==> config.mk <==
export PLATFORM = sky130hd
export DESIGN_NAME = lrc_regs
export DESIGN_NICKNAME = d
export VERILOG_FILES = /design/src/core/lrc_pkg.sv /design/src/core/lrc_reg_chan.sv /design/src/core/lrc_regs.sv
export SDC_FILE = /design/constraint.sdc
export NUM_CORES = 1
export LEC_CHECK = 0
export ABC_AREA = 1
export BUFFER_PORTS_ARGS = -buffer_cell sky130_fd_sc_hd__buf_2
export CAP_MARGIN = 20
export CORE_MARGIN = 3
export CORE_UTILIZATION = 53
export CTS_BUF_LIST = sky130_fd_sc_hd__clkbuf_8 sky130_fd_sc_hd__clkbuf_16
export DETAILED_ROUTE_END_ITERATION = 12
export GPL_ROUTABILITY_DRIVEN = 0
export MAX_ROUTING_LAYER = met4
export PLACE_DENSITY = 0.86
export SYNTH_ARGS = -nofsm -noshare
export SYNTH_HDL_FRONTEND = slang
export SYNTH_SLANG_ARGS = --single-unit
==> constraint.sdc <==
create_clock -name clock -period 3.3 [get_ports clock]
set_clock_uncertainty 0.15 [all_clocks]
set_input_delay 0.33 -clock clock [delete_from_list [all_inputs] [get_ports clock]]
set_output_delay 0.33 -clock clock [all_outputs]
set_load 0.03 [all_outputs]
==> src/core/lrc_pkg.sv <==
// shared constants for the linear regulator control register bank
package lrc_pkg;
	// register indices; the apb byte address is four times the index
	localparam logic [7:0] LRC_IDX_REG_TWO = 8'h27;
	localparam logic [7:0] LRC_IDX_REG_THREE = 8'h28;
	localparam logic [7:0] LRC_IDX_REG_FOUR = 8'h29;
	localparam logic [2:0][7:0] LRC_IDX_ALL = {LRC_IDX_REG_FOUR,
		LRC_IDX_REG_THREE, LRC_IDX_REG_TWO};
	localparam int LRC_NUM_REG = 3;
	// field positions inside each control register
	localparam int LRC_BIT_ON = 0;
	localparam int LRC_FLD_EN_SEL = 1;
	localparam int LRC_BIT_PD_OFF = 3;
	localparam int LRC_BIT_RSVD = 4;
	localparam int LRC_FLD_V_SEL = 5;
	localparam int LRC_BIT_SEQ = 7;
	// pin select codes
	localparam logic [1:0] LRC_SEL_SEQ = 2'h0;
	localparam logic [1:0] LRC_SEL_PIN_FIRST = 2'h1;
	localparam logic [1:0] LRC_SEL_PIN_SECOND = 2'h2;
	localparam logic [1:0] LRC_SEL_PIN_THIRTEENTH = 2'h3;
	// reset value of every control register
	localparam logic [7:0] LRC_CTRL_RESET = 8'h00;
	localparam logic [31:0] LRC_RDATA_IDLE = 32'h0000_0000;
endpackage : lrc_pkg

==> src/core/lrc_reg_chan.sv <==
// one regulator control register with its pin and sequencer logic
`timescale 1ns/1ps
`default_nettype none
module lrc_reg_chan (
	// clock and reset
	input wire logic clock,
	input wire logic rst,
	// register write side
	input wire logic wr_en,
	input wire logic [7:0] wr_data,
	// pin edges and sequencer
	input wire logic [2:0] pin_rise,
	input wire logic [2:0] pin_fall,
	input wire logic seq_apply,
	input wire logic seq_target_second,
	// state
	output logic [7:0] ctrl_q,
	output logic pulldown_on_q,
	output logic target_second_q,
	output logic ramp_start_q
);
	logic [7:0] ctrl_d;
	logic pulldown_on_d;
	logic target_second_d;
	logic ramp_start_d;
	logic [1:0] en_sel;
	logic [1:0] v_sel;
	logic [1:0] en_pin;
	logic [1:0] v_pin;

	assign en_sel = ctrl_q[lrc_pkg::LRC_FLD_EN_SEL +: 2];
	assign v_sel = ctrl_q[lrc_pkg::LRC_FLD_V_SEL +: 2];
	assign en_pin = en_sel - 2'h1;
	assign v_pin = v_sel - 2'h1;

	always_comb begin
		ctrl_d = ctrl_q;
		if (wr_en) begin
			ctrl_d = wr_data;
		end
		// hardware updates of the on bit win over a same-cycle write
		if (en_sel == lrc_pkg::LRC_SEL_SEQ) begin
			if (seq_apply) begin
				ctrl_d[lrc_pkg::LRC_BIT_ON] = ctrl_q[lrc_pkg::LRC_BIT_SEQ];
			end
		end else if (pin_rise[en_pin]) begin
			ctrl_d[lrc_pkg::LRC_BIT_ON] = 1'b1;
		end else if (pin_fall[en_pin]) begin
			ctrl_d[lrc_pkg::LRC_BIT_ON] = 1'b0;
		end
		target_second_d = target_second_q;
		if (v_sel == lrc_pkg::LRC_SEL_SEQ) begin
			if (seq_apply) begin
				target_second_d = seq_target_second;
			end
		end else if (pin_rise[v_pin]) begin
			target_second_d = 1'b0;
		end else if (pin_fall[v_pin]) begin
			target_second_d = 1'b1;
		end
		// a target change starts a ramp in the analog stage
		ramp_start_d = target_second_d != target_second_q;
		// discharge only while off and not disabled by software
		pulldown_on_d = !ctrl_d[lrc_pkg::LRC_BIT_ON]
			&& !ctrl_d[lrc_pkg::LRC_BIT_PD_OFF];
	end

	always_ff @(posedge clock) begin
		if (rst) begin
			ctrl_q <= lrc_pkg::LRC_CTRL_RESET;
			pulldown_on_q <= !lrc_pkg::LRC_CTRL_RESET[lrc_pkg::LRC_BIT_PD_OFF];
			target_second_q <= 1'b0;
			ramp_start_q <= 1'b0;
		end else begin
			ctrl_q <= ctrl_d;
			pulldown_on_q <= pulldown_on_d;
			target_second_q <= target_second_d;
			ramp_start_q <= ramp_start_d;
		end
	end
endmodule : lrc_reg_chan
`default_nettype wire

==> src/core/lrc_regs.sv <==
// apb register bank for the second, third and fourth linear regulators
//
// Summary of operation
// bit 0 switches the regulator off when clear, on when set.
// bit 3 clear enables output discharge pull-down while off.
// bit 7 is the on value the sequencer applies in its run.
// bits 2:1 pick on/off source: sequencer, first, second, thirteenth pin.
// selected pin rising switches regulator on, falling switches it off.
// bits 6:5 pin rise picks first target, fall second, with ramp.
// voltage select codes: 00 sequencer, 01/10/11 first/second/thirteenth pin.
// bit 4 is stored and read back but changes no behaviour.
`timescale 1ns/1ps
`default_nettype none
module lrc_regs #(
	parameter int ADDR_W = 12
) (
	// clock and reset
	input wire logic clock,
	input wire logic rst,
	// apb slave
	input wire logic psel,
	input wire logic penable,
	input wire logic pwrite,
	input wire logic [ADDR_W-1:0] paddr,
	input wire logic [31:0] pwdata,
	input wire logic [3:0] pstrb,
	output logic [31:0] prdata,
	output logic pready,
	output logic pslverr,
	// general purpose inputs, active high
	input wire logic gpio_first,
	input wire logic gpio_second,
	input wire logic gpio_thirteenth,
	// power sequencer
	input wire logic seq_apply,
	input wire logic [2:0] seq_target_second,
	// second regulator
	output logic reg_two_on,
	output logic reg_two_pulldown_on,
	output logic reg_two_target_second,
	output logic reg_two_ramp_start,
	// third regulator
	output logic reg_three_on,
	output logic reg_three_pulldown_on,
	output logic reg_three_target_second,
	output logic reg_three_ramp_start,
	// fourth regulator
	output logic reg_four_on,
	output logic reg_four_pulldown_on,
	output logic reg_four_target_second,
	output logic reg_four_ramp_start
);
	localparam int N = lrc_pkg::LRC_NUM_REG;

	logic [2:0] pins;
	logic [2:0] pins_q;
	logic [2:0] pins_d;
	logic [2:0] pin_rise;
	logic [2:0] pin_fall;
	logic [N-1:0] hit;
	logic [N-1:0] wr_en;
	logic [N-1:0][7:0] ctrl;
	logic [N-1:0] pulldown_on;
	logic [N-1:0] target_second;
	logic [N-1:0] ramp_start;
	logic setup;
	logic access;
	logic [31:0] prdata_d;
	logic [31:0] prdata_q;

	assign pins = {gpio_thirteenth, gpio_second, gpio_first};
	assign pins_d = pins;
	// edges are seen against the previous sample, shared by all channels
	// so that changing a select field never fakes an edge
	assign pin_rise = pins & ~pins_q;
	assign pin_fall = ~pins & pins_q;

	always_ff @(posedge clock) begin
		if (rst) begin
			pins_q <= 3'h0;
		end else begin
			pins_q <= pins_d;
		end
	end

	assign setup = psel && !penable;
	assign access = psel && penable;

	genvar i;
	generate
		for (i = 0; i < N; i++) begin : g_chan
			assign hit[i] = paddr
				== ADDR_W'({lrc_pkg::LRC_IDX_ALL[i], 2'b00});
			// only byte lane 0 carries register bits
			assign wr_en[i] = access && pwrite && hit[i] && pstrb[0];

			lrc_reg_chan u_chan (
				.clock(clock),
				.rst(rst),
				.wr_en(wr_en[i]),
				.wr_data(pwdata[7:0]),
				.pin_rise(pin_rise),
				.pin_fall(pin_fall),
				.seq_apply(seq_apply),
				.seq_target_second(seq_target_second[i]),
				.ctrl_q(ctrl[i]),
				.pulldown_on_q(pulldown_on[i]),
				.target_second_q(target_second[i]),
				.ramp_start_q(ramp_start[i])
			);
		end
	endgenerate

	// read data is captured in the setup phase so the slave never waits;
	// the on bit may move by one cycle before the master samples it
	always_comb begin
		prdata_d = prdata_q;
		if (setup && !pwrite) begin
			prdata_d = lrc_pkg::LRC_RDATA_IDLE;
			for (int k = 0; k < N; k++) begin
				if (hit[k]) begin
					prdata_d = {24'h00_0000, ctrl[k]};
				end
			end
		end
	end

	always_ff @(posedge clock) begin
		if (rst) begin
			prdata_q <= lrc_pkg::LRC_RDATA_IDLE;
		end else begin
			prdata_q <= prdata_d;
		end
	end

	assign prdata = prdata_q;
	assign pready = 1'b1;
	assign pslverr = access && (hit == '0);

	assign reg_two_on = ctrl[0][lrc_pkg::LRC_BIT_ON];
	assign reg_three_on = ctrl[1][lrc_pkg::LRC_BIT_ON];
	assign reg_four_on = ctrl[2][lrc_pkg::LRC_BIT_ON];
	assign reg_two_pulldown_on = pulldown_on[0];
	assign reg_three_pulldown_on = pulldown_on[1];
	assign reg_four_pulldown_on = pulldown_on[2];
	assign reg_two_target_second = target_second[0];
	assign reg_three_target_second = target_second[1];
	assign reg_four_target_second = target_second[2];
	assign reg_two_ramp_start = ramp_start[0];
	assign reg_three_ramp_start = ramp_start[1];
	assign reg_four_ramp_start = ramp_start[2];
endmodule : lrc_regs
`default_nettype wire

==> summary by stage <==
Worst hold path
The tightest min-delay check is of the in2reg type.

Placed design
The placed standard-cell area is 2910 um^2. Once placement completed, the tool counted placed cells totaling 513. Detailed placement ended at an HPWL of 4570 um. The count of buffers inserted at the top-level ports is 53. Timing analysis after detailed placement gives a worst setup slack of 1.39 ns.

Worst setup path
The cell family with the largest share of critical-path delay is simple AND/OR/NAND/NOR gates. The highest fanout seen on the critical path is 9. For the worst setup path, the data arrival time is 1.40 ns. Traced cell by cell, the critical path runs through buf_2 -> nor2_2 -> nand2_4 -> nor2_4 -> nand2_2 -> nand2_1 -> nor3_1 -> buf_2. The endpoint class of the critical path is a primary output. The number of buffers and inverters on the critical path is 2. In this design, the critical path's most frequently occurring cell is buf_2.

The worst path required time is 2.82 ns. STA classifies the critical path startpoint as an input pin. The critical-path cell with the highest stage delay is nor2_4. The setup path with the least slack is of type in2out. The worst stage delay on the critical path is 0.21 ns.

Detailed routing
The average vias per placed instance is 5.08. The starting DRC count in detailed routing is 209. Detailed routing inserted a total of 2648 vias. In the routed design, unresolved DRC markers number 0. The total detailed-routing wirelength is 6120 um.

Once detail routing completed, the nets flagged for antenna violations numbered 0. The first TritonRoute pass finished after 4 iterations. In the final routed layout, each cell accounts on average for 11.8 um.

Cells and area
The final design area excluding fillers is 3010 um^2. The finished layout holds 521 standard cells, fillers aside. The fraction of final layout cells sized beyond drive strength 1 is 17.6%. The number of antenna diodes in the final layout is 0.

The library cell used most frequently in the layout, excluding fill and tap cells, is nand2_1. From synthesis to final layout, the design area changed by 11.4%. The number of nets in the finished design is 519. The core occupancy in the finished layout is 62.4%.

The count of fill cells added during filler insertion is 455. The library cells used most frequently in the layout, excluding fill and tap cells, are 74 x nand2_1, 53 x buf_2, 46 x inv_1.

Floorplanning
The die boundary height is 77.4 um. The core region is 4820 um^2. Measured along the x axis, the die boundary spans 77.4 um. Once the floorplan was initialized, standard cells occupied 56.0% of the core. The standard-cell row count is 25. The die covers 5980 um^2.

The number of top-level pins is 106.

Clocking
The tree built by TritonCTS fans out to 44 sinks. The CTS clock-pin slew for the worst setup and hold paths is 0.07 ns. Post-CTS timing repair inserted 0 buffers for setup. The tree is rooted in a clkbuf_8.

In this run, post-CTS repair resized a total of 0 instances. The deepest level of the CTS H-tree is 2. TritonCTS built the clock tree. For the worst-skew pair, the clock arrives at the later sink with an insertion delay of 0.30 ns.

The cts-stage hold buffer count is 0. The maximum root-to-sink buffer count is 2. The number of buffers added by the clock tree synthesis step is 5.

Synth
The number of different library cells used by synthesis comes to 33. Each instance of the synthesized netlist takes up on average 6.68 um^2. The part of the Yosys area used for sequential elements is 32.6%. The Yosys step of the flow raised 0 warnings. The post-synthesis instance area is 2700 um^2. The cell count after synthesis is 404. The synthesized design contains 44 register bits.

Status
The flow ran to the end, and the final reports show no timing, DRC or antenna violations.

Timing
Counting I/O delays and the setup requirement, the final critical path takes 1.88 ns. Setup violations remaining at the end of the flow were counted as 0. For this run, the top clock speed supported by timing is 532 MHz. The total negative slack is 0 ns.

The final-layout worst hold slack is 0.115 ns. The final hold violation count is 0. In this run the tightest slew margin relative to its limit is 41.2%.

The worst path meets setup with 1.42 ns of slack. The max-slew violation total from the final report is 0. The transition at the pin with the smallest max-transition slack is 0.879 ns.

Dividing the final minimum period by the clock period gives 57.0%. Setup repair after global routing left no endpoint under its margin.

Run
Across the run, the number of max-cap violations was 0.

Power
The total power divided by cell area is 367 nW/um^2. The largest vdd supply drop is 0.304 mV. The static leakage is 1.42 nW.

Total power for the finished layout comes to 1.10 mW.

Global route
The first global-routing pass estimated 10500 um of wire. The initial antenna violation count is 0. The total global-route track usage is 21.9%. The overall overflow remaining after global route is 0.

Entering global routing, the biggest net connects 33 pins. The number of global-route vias before repair is 2446.
[layer usage]
| layer | part of all wire, % | up-vias | GRT usage, % | wire, um |
|---|---|---|---|---|
| met3 | 8.2 | 11 | 3.71 | 502 |
| met5 | 0 | - | - | 0 |
| met4 | 1.7 | 0 | 7.12 | 102 |
| met1 | 45 | 1161 | 28.6 | 2750 |
| li1 | - | 1380 | - | - |
| met2 | 45 | 96 | 34.5 | 2770 |
[layout make-up]
cell class                      instances  area, um^2  area share [%]
Sequential cell                        44         881            29.3
Timing Repair Buffer                   53         265            8.83
Inverter                               54         203            6.74
Clock inverter                          2        15.0           0.500
Clock buffer                            6        82.6            2.75
Multi-Input combinational cell        295        1480            49.1
Tap cell                               67        83.8            2.79
[path summary, 6_finish.rpt]
check	from	end	slack [ns]	cells after the start
setup / recovery	paddr[11]	pslverr	1.42	8
hold / removal	gpio_thirteenth	pins_q[2]$_SDFF_PP0_	0.12	3
setup reg to reg	g_chan[0].u_chan.ctrl_q[1]$_SDFFE_PP0P_	g_chan[0].u_chan.pulldown_on_q$_SDFF_PP1_	1.52	9
hold reg to reg	g_chan[2].u_chan.ctrl_q[4]$_SDFFE_PP0P_	g_chan[2].u_chan.ctrl_q[4]$_SDFFE_PP0P_	0.30	2
[power by group]
| part | switching (mW) | internal [mW] | total, mW |
|---|---|---|---|
| sequential | 0.00669 | 0.545 | 0.552 |
| clock | 0.186 | 0.169 | 0.356 |
| combinational | 0.143 | 0.0512 | 0.194 |
[sequential cells by signal (all words and copies together), names as in the netlist]
signal	count
prdata	8
g_chan.u_chan.ctrl_q	24
g_chan.u_chan.pulldown_on_q	3
g_chan.u_chan.target_second_q	3
pins_q	3
g_chan.u_chan.ramp_start_q	3
[Yosys cell counts (all sizes together)]
library cell	n	area, um^2
nand2	77	302
inv	49	184
dfxtp	44	881
nor2	44	214
o21ai	44	220
a21oi	38	190
buf	29	206
nand3	23	125
nor3	14	86.3
nand4	8	50.1
ha	6	75.1
o22ai	6	37.5
clkbuf	5	20.0
clkinv	5	18.8
o211ai	4	30.0
nand3b	3	22.5
conb	2	7.51
a21boi	1	7.51
a41oi	1	8.76
nor3b	1	12.5
[worst min-delay path: stages]
cell	delay (ns)
buf_2	0.09
inv_1	0.04
nor2_1	0.07
[cell families after synthesis]
group                      Yosys count  share of synthesized area (%)
and+or+nand+nor                    170                           30.1
AOI/OAI and AO/OA                   94                           18.3
buffers and inverters               88                           15.9
DFF                                 44                           32.6
adders and majority gates            6                           2.78
other                                2                          0.278
Power figures use the tool's default switching activity.
